File: config.mk
export PLATFORM = sky130hd
export DESIGN_NAME = miagg_top
export DESIGN_NICKNAME = d
export VERILOG_FILES = /design/src/logic/miagg_pkg.sv /design/src/logic/miagg_rx_if.sv /design/src/logic/miagg_abort_det.sv /design/src/logic/miagg_fmt_chk.sv /design/src/logic/miagg_top.sv
export VERILOG_INCLUDE_DIRS = /design/src /design/src/logic
export SDC_FILE = /design/constraint.sdc
export NUM_CORES = 1
export LEC_CHECK = 0
export BUFFER_PORTS_ARGS = -buffer_cell sky130_fd_sc_hd__clkbuf_2
export CAP_MARGIN = 10
export CORE_AREA = 2 2 96 98
export DETAILED_ROUTE_END_ITERATION = 6
export DIE_AREA = 0 0 98 100
export GPL_TIMING_DRIVEN = 1
export PLACE_DENSITY = 0.83
export SETUP_SLACK_MARGIN = 0.15
export SLEW_MARGIN = 20
export SYNTH_ARGS = -nofsm -noshare
export SYNTH_HDL_FRONTEND = slang
export SYNTH_SLANG_ARGS = --single-unit
File: constraint.sdc
create_clock -name MCLK -period 6.2 [get_ports MCLK]
set_input_delay 0.62 -clock MCLK [delete_from_list [all_inputs] [get_ports MCLK]]
set_output_delay 0.62 -clock MCLK [all_outputs]
set_load 0.03 [all_outputs]
File: src/logic/miagg_map.svh
// Register offsets, field positions and limits of the interrupt aggregator
`ifndef MIAGG_MAP_SVH
`define MIAGG_MAP_SVH
`define MIAGG_ENABLE_OFS 8'h04
`define MIAGG_STATUS_OFS 8'h08
`define MIAGG_BE_NONE 4'hf
`define MIAGG_ZERO32 32'h0000_0000
`define MIAGG_EVT_RST 16'h0000
`define MIAGG_UPPER_ZERO 16'h0000
`define MIAGG_IRQ_N_RST 1'h1
`define MIAGG_SYS_ERR 0
`define MIAGG_PAR_ERR 1
`define MIAGG_RX_CHECK 2
`define MIAGG_RX_ABORT 3
`define MIAGG_RX_FORMAT 4
`define MIAGG_RX_OVERRUN 5
`define MIAGG_RX_SMALL_RD 6
`define MIAGG_RX_LARGE_RD 7
`define MIAGG_RX_READY_WR 8
`define MIAGG_RX_FREE_EMPTY 9
`define MIAGG_RX_READY_FULL 10
`define MIAGG_TX_FREE_WR 11
`define MIAGG_TX_READY_RD 12
`define MIAGG_TX_FREE_FULL 13
`define MIAGG_TX_DONE 14
`define MIAGG_TX_UNDERFLOW 15
`define MIAGG_ABORT_RUN 3'h7
`define MIAGG_RUN_RST 3'h0
`define MIAGG_MIN_BITS_CCITT 16'h0020
`define MIAGG_MIN_BITS_CRC32 16'h0030
`define MIAGG_OCTET_MASK 16'h0007
`endif

File: src/logic/miagg_pkg.sv
// Types shared by the interrupt aggregator modules
package miagg_pkg;
   typedef logic [15:0] miagg_evt_t;
   typedef struct packed {
      miagg_evt_t enable_ff;
      miagg_evt_t status_ff;
      logic [31:0] rdata_ff;
      logic ack_ff;
      logic irq_n_ff;
   } miagg_top_s;
   typedef struct packed {
      logic [2:0] run_ff;
      logic evt_ff;
   } miagg_abort_s;
   typedef struct packed {
      logic evt_ff;
   } miagg_fmt_s;
endpackage : miagg_pkg

File: src/logic/miagg_rx_if.sv
// Receive event carrier from the line checkers to the aggregator
`timescale 1ns/1ns
interface miagg_rx_if;
   logic abort_evt;
   logic format_evt;
   modport abort_src (output abort_evt);
   modport format_src (output format_evt);
   modport sink (input abort_evt, input format_evt);
endinterface : miagg_rx_if

File: src/logic/miagg_abort_det.sv
// Abort detector: counts consecutive ones on the receive bit stream
`timescale 1ns/1ns
`include "miagg_map.svh"
module miagg_abort_det (
   // Clock and reset
   input wire logic clk,
   input wire logic rst_n,
   // Receive bit stream
   input wire logic bit_valid,
   input wire logic bit_val,
   // Event out
   miagg_rx_if.abort_src evt_if
);
   miagg_pkg::miagg_abort_s st_ff;
   miagg_pkg::miagg_abort_s nxt_st;

   always_comb begin
      nxt_st = st_ff;
      nxt_st.evt_ff = 1'h0;
      if (bit_valid) begin
         if (!bit_val) begin
            nxt_st.run_ff = `MIAGG_RUN_RST;
         end else if (st_ff.run_ff != `MIAGG_ABORT_RUN) begin
            nxt_st.run_ff = st_ff.run_ff + 3'h1;
            nxt_st.evt_ff = (st_ff.run_ff == `MIAGG_ABORT_RUN - 3'h1);
         end
      end
   end

   always_ff @(posedge clk) begin
      if (!rst_n) begin
         st_ff <= '{run_ff: `MIAGG_RUN_RST, evt_ff: 1'h0};
      end else begin
         st_ff <= nxt_st;
      end
   end

   assign evt_if.abort_evt = st_ff.evt_ff;
endmodule : miagg_abort_det

File: src/logic/miagg_fmt_chk.sv
// Frame format checker: length limits and octet alignment
`timescale 1ns/1ns
`include "miagg_map.svh"
module miagg_fmt_chk (
   // Clock and reset
   input wire logic clk,
   input wire logic rst_n,
   // Frame summary at frame end
   input wire logic frame_end,
   input wire logic [15:0] frame_bits,
   input wire logic [15:0] max_bits,
   input wire logic crc32_sel,
   // Event out
   miagg_rx_if.format_src evt_if
);
   miagg_pkg::miagg_fmt_s st_ff;
   miagg_pkg::miagg_fmt_s nxt_st;
   logic [15:0] min_bits;

   always_comb begin
      min_bits = crc32_sel ? `MIAGG_MIN_BITS_CRC32 : `MIAGG_MIN_BITS_CCITT;
      nxt_st = st_ff;
      nxt_st.evt_ff = frame_end && ((frame_bits > max_bits) ||
         (frame_bits < min_bits) ||
         ((frame_bits & `MIAGG_OCTET_MASK) != 16'h0000));
   end

   always_ff @(posedge clk) begin
      if (!rst_n) begin
         st_ff <= '{evt_ff: 1'h0};
      end else begin
         st_ff <= nxt_st;
      end
   end

   assign evt_if.format_evt = st_ff.evt_ff;
endmodule : miagg_fmt_chk

File: src/logic/miagg_top.sv
// Master interrupt aggregator: status, enable and host interrupt
`timescale 1ns/1ns
`include "miagg_map.svh"
module miagg_top (
   // Clock and reset
   input wire logic MCLK,
   input wire logic NRST,
   // Host target register port
   input wire logic REG_SEL,
   input wire logic REG_WR,
   input wire logic [7:0] REG_ADDR,
   input wire logic [3:0] BYTE_LANE_ENABLES_N,
   input wire logic [31:0] REG_WDATA,
   output logic [31:0] REG_RDATA,
   output logic REG_ACK,
   // Host interrupt
   output logic HOST_IRQ_N,
   // Host bus error events
   input wire logic ADDR_PAR_ERR,
   input wire logic SPECIAL_DATA_PAR_ERR,
   input wire logic MASTER_ABORT_RCVD,
   input wire logic TARGET_ABORT_DET,
   input wire logic MASTER_DATA_PAR_ERR,
   input wire logic PARITY_REPORT_N,
   // Receive line and frame checks
   input wire logic RX_BIT_VALID,
   input wire logic RX_BIT,
   input wire logic RX_CHECK_STROBE,
   input wire logic [31:0] RX_CHECK_RECEIVED,
   input wire logic [31:0] RX_CRC_RESIDUE,
   input wire logic RX_FRAME_END,
   input wire logic [15:0] RX_FRAME_BITS,
   input wire logic [15:0] RX_MAX_BITS,
   input wire logic RX_CRC32_SEL,
   // Receive FIFO and descriptor queues
   input wire logic RX_FIFO_WRITE,
   input wire logic RX_FIFO_FULL,
   input wire logic RX_SMALL_FREE_READ_DONE,
   input wire logic RX_LARGE_FREE_READ_DONE,
   input wire logic RX_READY_WRITE_DONE,
   input wire logic RX_DESC_FETCH,
   input wire logic RX_SMALL_FREE_EMPTY,
   input wire logic RX_LARGE_FREE_EMPTY,
   input wire logic RX_READY_WRITE,
   input wire logic RX_READY_FULL,
   // Transmit queues and FIFO
   input wire logic TX_FREE_WRITE_DONE,
   input wire logic TX_READY_READ_DONE,
   input wire logic TX_FREE_WRITE,
   input wire logic TX_FREE_FULL,
   input wire logic TX_PKT_DONE,
   input wire logic TX_NOTIFY_ON_DONE,
   input wire logic TX_FIFO_READ,
   input wire logic TX_FIFO_EMPTY
);
   miagg_pkg::miagg_top_s st_ff;
   miagg_pkg::miagg_top_s nxt_st;
   miagg_pkg::miagg_evt_t ev;
   logic acc_on;
   logic hit_en;
   logic hit_st;
   logic rd_clr;
   logic wr_en;

   miagg_rx_if rx_evt ();

   miagg_abort_det u_abort (
      .clk (MCLK),
      .rst_n (NRST),
      .bit_valid (RX_BIT_VALID),
      .bit_val (RX_BIT),
      .evt_if (rx_evt.abort_src)
   );

   miagg_fmt_chk u_fmt (
      .clk (MCLK),
      .rst_n (NRST),
      .frame_end (RX_FRAME_END),
      .frame_bits (RX_FRAME_BITS),
      .max_bits (RX_MAX_BITS),
      .crc32_sel (RX_CRC32_SEL),
      .evt_if (rx_evt.format_src)
   );

   assign acc_on = REG_SEL && (BYTE_LANE_ENABLES_N != `MIAGG_BE_NONE);
   assign hit_en = (REG_ADDR == `MIAGG_ENABLE_OFS);
   assign hit_st = (REG_ADDR == `MIAGG_STATUS_OFS);
   assign rd_clr = acc_on && !REG_WR && hit_st;
   assign wr_en = acc_on && REG_WR && hit_en;

   // Event vector in status bit order
   always_comb begin
      ev = `MIAGG_EVT_RST;
      ev[`MIAGG_SYS_ERR] = ADDR_PAR_ERR || SPECIAL_DATA_PAR_ERR ||
         MASTER_ABORT_RCVD || TARGET_ABORT_DET;
      ev[`MIAGG_PAR_ERR] = MASTER_DATA_PAR_ERR || !PARITY_REPORT_N;
      ev[`MIAGG_RX_CHECK] = RX_CHECK_STROBE &&
         (RX_CHECK_RECEIVED != RX_CRC_RESIDUE);
      ev[`MIAGG_RX_ABORT] = rx_evt.abort_evt;
      ev[`MIAGG_RX_FORMAT] = rx_evt.format_evt;
      ev[`MIAGG_RX_OVERRUN] = RX_FIFO_WRITE && RX_FIFO_FULL;
      ev[`MIAGG_RX_SMALL_RD] = RX_SMALL_FREE_READ_DONE;
      ev[`MIAGG_RX_LARGE_RD] = RX_LARGE_FREE_READ_DONE;
      ev[`MIAGG_RX_READY_WR] = RX_READY_WRITE_DONE;
      ev[`MIAGG_RX_FREE_EMPTY] = RX_DESC_FETCH && RX_SMALL_FREE_EMPTY &&
         RX_LARGE_FREE_EMPTY;
      ev[`MIAGG_RX_READY_FULL] = RX_READY_WRITE && RX_READY_FULL;
      ev[`MIAGG_TX_FREE_WR] = TX_FREE_WRITE_DONE;
      ev[`MIAGG_TX_READY_RD] = TX_READY_READ_DONE;
      ev[`MIAGG_TX_FREE_FULL] = TX_FREE_WRITE && TX_FREE_FULL;
      ev[`MIAGG_TX_DONE] = TX_PKT_DONE && TX_NOTIFY_ON_DONE;
      ev[`MIAGG_TX_UNDERFLOW] = TX_FIFO_READ && TX_FIFO_EMPTY;
   end

   always_comb begin
      nxt_st = st_ff;
      nxt_st.ack_ff = REG_SEL;
      nxt_st.status_ff = st_ff.status_ff | ev;
      if (rd_clr) begin
         nxt_st.status_ff = ev;
      end
      if (wr_en) begin
         nxt_st.enable_ff = REG_WDATA[15:0];
      end
      if (REG_SEL && !REG_WR) begin
         nxt_st.rdata_ff = `MIAGG_ZERO32;
         if (acc_on && hit_en) begin
            nxt_st.rdata_ff = {`MIAGG_UPPER_ZERO, st_ff.enable_ff};
         end
         if (rd_clr) begin
            nxt_st.rdata_ff = {`MIAGG_UPPER_ZERO, st_ff.status_ff};
         end
      end
      nxt_st.irq_n_ff = ~|(nxt_st.status_ff & nxt_st.enable_ff);
   end

   always_ff @(posedge MCLK) begin
      if (!NRST) begin
         st_ff <= '{enable_ff: `MIAGG_EVT_RST,
                    status_ff: `MIAGG_EVT_RST,
                    rdata_ff: `MIAGG_ZERO32,
                    ack_ff: 1'h0,
                    irq_n_ff: `MIAGG_IRQ_N_RST};
      end else begin
         st_ff <= nxt_st;
      end
   end

   assign REG_RDATA = st_ff.rdata_ff;
   assign REG_ACK = st_ff.ack_ff;
   assign HOST_IRQ_N = st_ff.irq_n_ff;
endmodule : miagg_top

==> results of run 1 <==
layer usage:
metal / up-vias / track usage / part of all wire
li1: 1577 / - / -
met4: 0 / 0.0481 / 0.016
met5: - / 0 / 0
met3: 10 / 0.0265 / 0.063
met2: 116 / 0.319 / 0.52
met1: 1409 / 0.204 / 0.40
through the flow:
stage | hold WS, ns | setup slack [ns] | instance area (um^2)
finish | 0.481 | 2.55 | 4250
floorplan | 0.440 | 3.08 | 3500
global placement | 0.454 | 2.23 | 4170
global route | 0.507 | 2.45 | 4250
detailed placement | 0.476 | 2.19 | 4170
CTS | 0.487 | 2.53 | 4250
power by group through the flow:
stage	Combinational [mW]	Clock [mW]	Sequential, mW
after floorplan	0.0845	0	0.374
after global placement	0.139	0	0.374
after detailed placement	0.144	0	0.374
after CTS	0.145	0.202	0.366
after global routing	0.160	0.213	0.367
final	0.144	0.197	0.366
tightest hold or removal path, cell delays in order (launching register included):
cell and delay, ns:
dfxtp_1 0.34, nand3_1 0.07, nor2_1 0.04
state kept, by name, summed over array words and instances, names as in the netlist:
name / cells
HOST_IRQ_N: 1
u_abort.st_ff: 3
u_abort.evt_if.abort_evt: 1
REG_RDATA: 16
u_fmt.evt_if.format_evt: 1
st_ff: 32
REG_ACK: 1
final cells by class:
class | instances | share of cell area
inverters | 20 | 0.0177
repair buffers | 174 | 0.205
clock inverters | 2 | 0.00294
well taps | 111 | 0.0327
clock buffers | 6 | 0.0171
flip-flops and latches | 55 | 0.259
multi-input cells | 277 | 0.466
cells in the final DEF (no fill, tap or decap), types with 3 or more instances in the layout:
cell type / n
clkbuf_2: 174
dfxtp_1: 55
nor2b_1: 32
xnor2_1: 32
nand2_1: 22
a22oi_1: 22
inv_1: 20
o21ai_0: 19
ha_1: 19
and2_1: 17
conb_1: 16
mux2i_1: 15
a21oi_1: 12
nand4_1: 11
nor2_1: 6
o22ai_1: 6
a21o_1: 6
nor4_1: 5
clkbuf_8: 5
a21oi_2: 4
or4_1: 3
logic make-up (layout without fill, tap and decap cells):
| family | after synthesis | after routing | share of synthesized area |
|---|---|---|---|
| simple gates | 118 | 118 | 0.213 |
| compound gates | 77 | 77 | 0.151 |
| buf+inv | 67 | 202 | 0.121 |
| flops | 55 | 55 | 0.320 |
| xor+xnor | 32 | 32 | 0.0814 |
| fa+ha+maj | 19 | 19 | 0.0691 |
| mux | 15 | 15 | 0.0436 |
| other cells | 1 | 16 | 0.00109 |
path summary, 6_finish.rpt:
kind | start | to | cells past startpoint | slack [ns]
setup reg to reg | st_ff[54]$_SDFF_PN0_ | HOST_IRQ_N$_SDFF_PN1_ | 4 | 4.69
setup / recovery | REG_ADDR[1] | HOST_IRQ_N$_SDFF_PN1_ | 8 | 2.55
hold reg to reg | u_abort.st_ff[3]$_SDFFE_PN0P_ | u_abort.evt_if.abort_evt$_SDFF_PN0_ | 2 | 0.48
hold / removal | u_abort.st_ff[3]$_SDFFE_PN0P_ | u_abort.evt_if.abort_evt$_SDFF_PN0_ | 2 | 0.48
==> metrics, run 1 <==
result of the run finished, final reports clean; final count of hold timing violations 0; Synth Instances 384; post-cts sizing count 0; Net Switching about 190 uW; highest clock rate 0.274 GHz; via count of the first global-routing pass around 3,100; CP max-delay cell nor4b_4; final routed DRC violation total 0; CTS clk-pin slew, worst paths ~0.10 ns; Syn. warnings 0; register bit count reported by yosys 55; count leader, synth dfxtp_1; buffer count from post-CTS setup fixing 0; largest net degree at the start of global routing 56; initial antenna violation count 0; Cell Count Post-Placement 637; number of buffers on the longest clock path 2; Die X-Extent between 90 and 100 um; per-cell via count in the routed design about 4.8; post-route non-filler standard cell count about 650; nets@finish about 730; ANT cells 0; layout cells sized above 1 0.376; final count of negative-setup-slack endpoints 0; fraction of power consumed by the clock network 0.279; final WL 8550 um; share of async-settable or async-resettable flops after synthesis 0; Rows 35; count of hold buffers inserted by post-cts repair 0; share of synthesized area occupied by flip-flops and latches 0.320; Total Power Consumption about 710 uW; global router's overall resource usage 0.171; routability cong. between 0.7 and 0.8; critical path, cell by cell clkbuf_2, or4_4, nor4b_4, and2_4, mux2i_1, o22ai_2, or4_4, o31ai_2; number of levels in the clock H-tree 2; arrival time reported for the critical path endpoint 3.89 ns; nature of the critical path startpoint input port; worst IR drop on VDD ~0.000095 V; biggest area contributors in the synthesized netlist dfxtp_1 32%, xnor2_1 8.1%, buf_4 7.2%; TNS Setup 0 ns; clock network latency to the later pin of the worst-skew pair about 0.32 ns; area added between synthesis and finish 23.6%; most numerous cell on the critical path or4_4; type of the setup path with the least slack input port to flip-flop; maximum single-stage delay on the critical path 0.92 ns; endpoint required time on the critical path between 6 and 7 ns; Tcrit/Tclk final 0.588; Worst Setup End Kind flip-flop; WL per Instance roughly 13 um; cell accounting for the most synthesized area dfxtp_1; CP max FO 17; effective utilization at floorplan 0.387; starting DRC count in detailed routing 115; area used by multi-input combinational logic 1980 um^2; Crit path max-delay family simple AND/OR/NAND/NOR gates; clock tree skew after final layout around 0.01 ns; Boundary Pins roughly 210; Die Ht 100 um; total congestion overflow after global routing 0; number of buffers created by CTS 5; Lkg Pwr approximately 2.0 nW; area of the die 9800 um^2; wire length of the first global-routing pass roughly 14,000 um; leading cell types by count after synthesis 55 x dfxtp_1, 33 x buf_4, 32 x nor2b_1, 32 x xnor2_1; CTS tree built; top flip-flop cell by instance count after synthesis dfxtp_1; fraction of the core area covered by cells at the end of the flow 0.478; unrepaired setup endpoints after global routing no; sequential fraction of design power 0.518; worst slew pin tran ~1.0 ns; fill count a little under 900; total vias in the final route between 3,000 and 4,000; EDFF count, synth 0; DRT antenna net count 0; min cycle time layout 3.65 ns; Max-Slew Margin vs Limit 0.303; Post-Synthesis Mean Instance Area between 8 and 9 um^2; area share of the largest cell type after synthesis 0.320; synth unique cells 46; 1st-pass router iterations 4; worst hold-check path type flip-flop to flip-flop; CTS sink cnt 55; areal power density over the cells 166 nW/um^2; count of pins over their slew limit 0; combinational cell fraction of total power 0.204; Internal Pwr Total between 500 and 600 uW; Register Area approximately 1100 um^2; port bufs 174; crit path buf inv count 1; Core Box Area approximately 9000 um^2; clk root buf clkbuf_8; switching power share of the total 0.273; maxcap violations 0; post-synthesis cell area 3440 um^2; DP HPWL just under 7000 um
Power figures use the tool's default switching activity.
==> run 2: changes to the inputs <==
--- a/config.mk
+++ b/config.mk
@@ -12,7 +12,7 @@
 export DETAILED_ROUTE_END_ITERATION = 6
 export DIE_AREA = 0 0 98 100
 export GPL_TIMING_DRIVEN = 1
-export PLACE_DENSITY = 0.83
+export PLACE_DENSITY = 0.86
 export SETUP_SLACK_MARGIN = 0.15
 export SLEW_MARGIN = 20
 export SYNTH_ARGS = -nofsm -noshare
==> constraint.sdc (replaced) <==
create_clock -name MCLK -period 3.2 [get_ports MCLK]
set_input_delay 0.32 -clock MCLK [delete_from_list [all_inputs] [get_ports MCLK]]
set_output_delay 0.32 -clock MCLK [all_outputs]
set_load 0.03 [all_outputs]
==> run 2 against run 1 <==
Cell count is 0.16% higher. Worst setup slack worse by 2.0 ns. Highest routed layer unchanged. First-iteration DRC count is 8.7% higher. Design area is 0.41% higher. Global-route usage is 0.36 points higher. Combinational power is 96% higher. Clock power is 96% higher. Via count is 2.2% higher.
==> metrics, run 2 (synthesized netlist as in run 1, its figures left out) <==
DRT antenna net count 0 (unchanged); CTS clk-pin slew, worst paths 0.09 ns (was 0.10 ns); CP max-delay cell or4_4 (was nor4b_4); clock network latency to the later pin of the worst-skew pair 0.31 ns (was 0.32 ns); fill count 846 (was 870); endpoint required time on the critical path 3.43 ns (was 6.45 ns); final routed DRC violation total 0 (unchanged); most numerous cell on the critical path or4_4 (unchanged); Die X-Extent 98 um (unchanged); met1 layer wirelength in the final routing 3620 um (was 3460 um); per-cell via count in the routed design 4.92 (was 4.82); met2 WL post-DR 4470 um (was 4420 um); maximum single-stage delay on the critical path 0.56 ns (was 0.92 ns); Core Box Area 8890 um^2 (unchanged); Crit path max-delay family simple AND/OR/NAND/NOR gates (unchanged); wire length of the first global-routing pass 14,200 um (was 13,900 um); Biggest register st_ff (unchanged); min cycle time layout roughly 2.6 ns; effective utilization at floorplan 0.387 (unchanged); Boundary Pins 207 (unchanged); count of hold buffers inserted by post-cts repair 0 (unchanged); 1st-pass router iterations 6 (was 4); area of all placed cells without fillers 4270 um^2 (was 4250 um^2); via count of the first global-routing pass 3,184 (was 3,106); area post-placement 4180 um^2 (was 4170 um^2); final count of hold timing violations 0 (unchanged); result of the run finished, final reports clean (unchanged); initial antenna violation count 0 (unchanged); clock tree skew after final layout 0.00685 ns (was 0.0100 ns); CTS tree built (unchanged); worst slew pin tran 0.844 ns (was 1.04 ns); area of the die 9800 um^2 (unchanged); areal power density over the cells 323 nW/um^2 (was 166 nW/um^2); Rows 35 (unchanged); number of buffers on the longest clock path 2 (unchanged); Tcrit/Tclk final 0.823; starting DRC count in detailed routing 125 (was 115); number of buffers created by CTS 5 (unchanged); ANT cells 0 (unchanged); critical path, cell by cell clkbuf_2, or4_4, nor4b_4, and2_4, mux2i_1, o22ai_2, or4_4, o31ai_2 (unchanged); arrival time reported for the critical path endpoint 2.86 ns (was 3.89 ns); clk root buf clkbuf_8 (unchanged); worst IR drop on VDD 0.000170 V (was 0.0000950 V); maxcap violations 0 (unchanged); CTS sink cnt 55 (unchanged); Max-Slew Margin vs Limit 0.437 (was 0.303); final count of negative-setup-slack endpoints 0 (unchanged); largest net degree at the start of global routing 56 (unchanged); commonest non-fill, non-tap cell in the layout clkbuf_2 (unchanged); final WL 8750 um (was 8550 um); total met3 wirelength after detailed routing 531 um (was 537 um); Die Ht 100 um (unchanged); nature of the critical path startpoint input port (unchanged); post-cts sizing count 0 (unchanged); area added between synthesis and finish 24.1% (was 23.6%); worst hold-check path type input port to flip-flop (was flip-flop to flip-flop); unrepaired setup endpoints after global routing no (unchanged); Lkg Pwr 1.98 nW (was 1.97 nW); uppermost layer routed met4 (unchanged); number of levels in the clock H-tree 2 (unchanged); type of the setup path with the least slack input port to flip-flop (unchanged); nets@finish 727 (was 725); TNS Setup 0 ns (unchanged); crit path buf inv count 1 (unchanged); total vias in the final route 3,180 (was 3,112); routability cong. 0.874 (was 0.797); Worst Setup End Kind flip-flop (unchanged); DP HPWL 7220 um (was 6920 um); count of pins over their slew limit 0 (unchanged); commonest cells after routing, fill and taps aside 174 x clkbuf_2, 55 x dfxtp_1, 32 x nor2b_1, 32 x xnor2_1 (unchanged); port bufs 174 (unchanged); CP max FO 17 (unchanged); total congestion overflow after global routing 0 (unchanged); layout cells sized above 1 0.379 (was 0.376); buffer count from post-CTS setup fixing 0 (unchanged); number of flip-flops in the largest register 32 (unchanged); global router's overall resource usage 0.175 (was 0.171); WL per Instance 13.5 um (was 13.3 um); highest clock rate 0.380 GHz
-- run 2: changes by cell type in the layout (fill, tap and decap cells not counted) --
cell and change:
clkinvlp_4 -1, clkbuf_8 +1, clkbuf_1 -1, buf_4 +2
-- run 2: per-layer routing --
layer	global-route usage	up-vias
met1	0.211	1460
li1	-	1578
met3	0.0313	14
met2	0.316	128
met4	0.0556	0
met5	0	-
-- run 2: power breakdown --
part	switching (mW)	total (mW)	internal, mW
Combinational	0.139	0.282	0.143
Clock	0.216	0.386	0.170
Sequential	0.00913	0.709	0.700
Total	0.364	1.38	1.01
-- run 2: worst min-delay path, stage by stage --
cell	delay, ns
clkbuf_2	0.08
a21oi_1	0.05
nor2b_1	0.09
-- run 2: final timing paths --
check,slack [ns],endpoint,startpoint,cells past startpoint
setup / recovery,0.57,HOST_IRQ_N$_SDFF_PN1_,REG_ADDR[1],8
hold / removal,0.26,st_ff[46]$_SDFF_PN0_,TX_READY_READ_DONE,3
setup reg to reg,1.69,HOST_IRQ_N$_SDFF_PN1_,st_ff[54]$_SDFF_PN0_,4
hold reg to reg,0.48,u_abort.evt_if.abort_evt$_SDFF_PN0_,u_abort.st_ff[3]$_SDFFE_PN0P_,2
-- run 2: per-stage QoR --
| stage | power, mW | util | std cells | hold WS (ns) | setup WS, ns |
|---|---|---|---|---|---|
| global placement | 0.995 | 0.471 | 639 | 0.454 | 0.326 |
| CTS | 1.39 | 0.480 | 646 | 0.256 | 0.573 |
| global route | 1.44 | 0.480 | 646 | 0.261 | 0.473 |
| detailed placement | 1.01 | 0.471 | 639 | 0.473 | 0.243 |
| floorplan | 0.888 | - | 399 | 0.440 | 0.381 |
| finish | 1.38 | 0.480 | 646 | 0.264 | 0.568 |
-- run 2: layout make-up --
cell class	count	area, um^2	area share
inverters	20	75.1	0.0176
clock inverters	1	5.00	0.00117
well taps	111	139	0.0325
flip-flops and latches	55	1100	0.258
repair buffers	176	886	0.207
clock buffers	6	82.6	0.0193
multi-input cells	277	1980	0.464
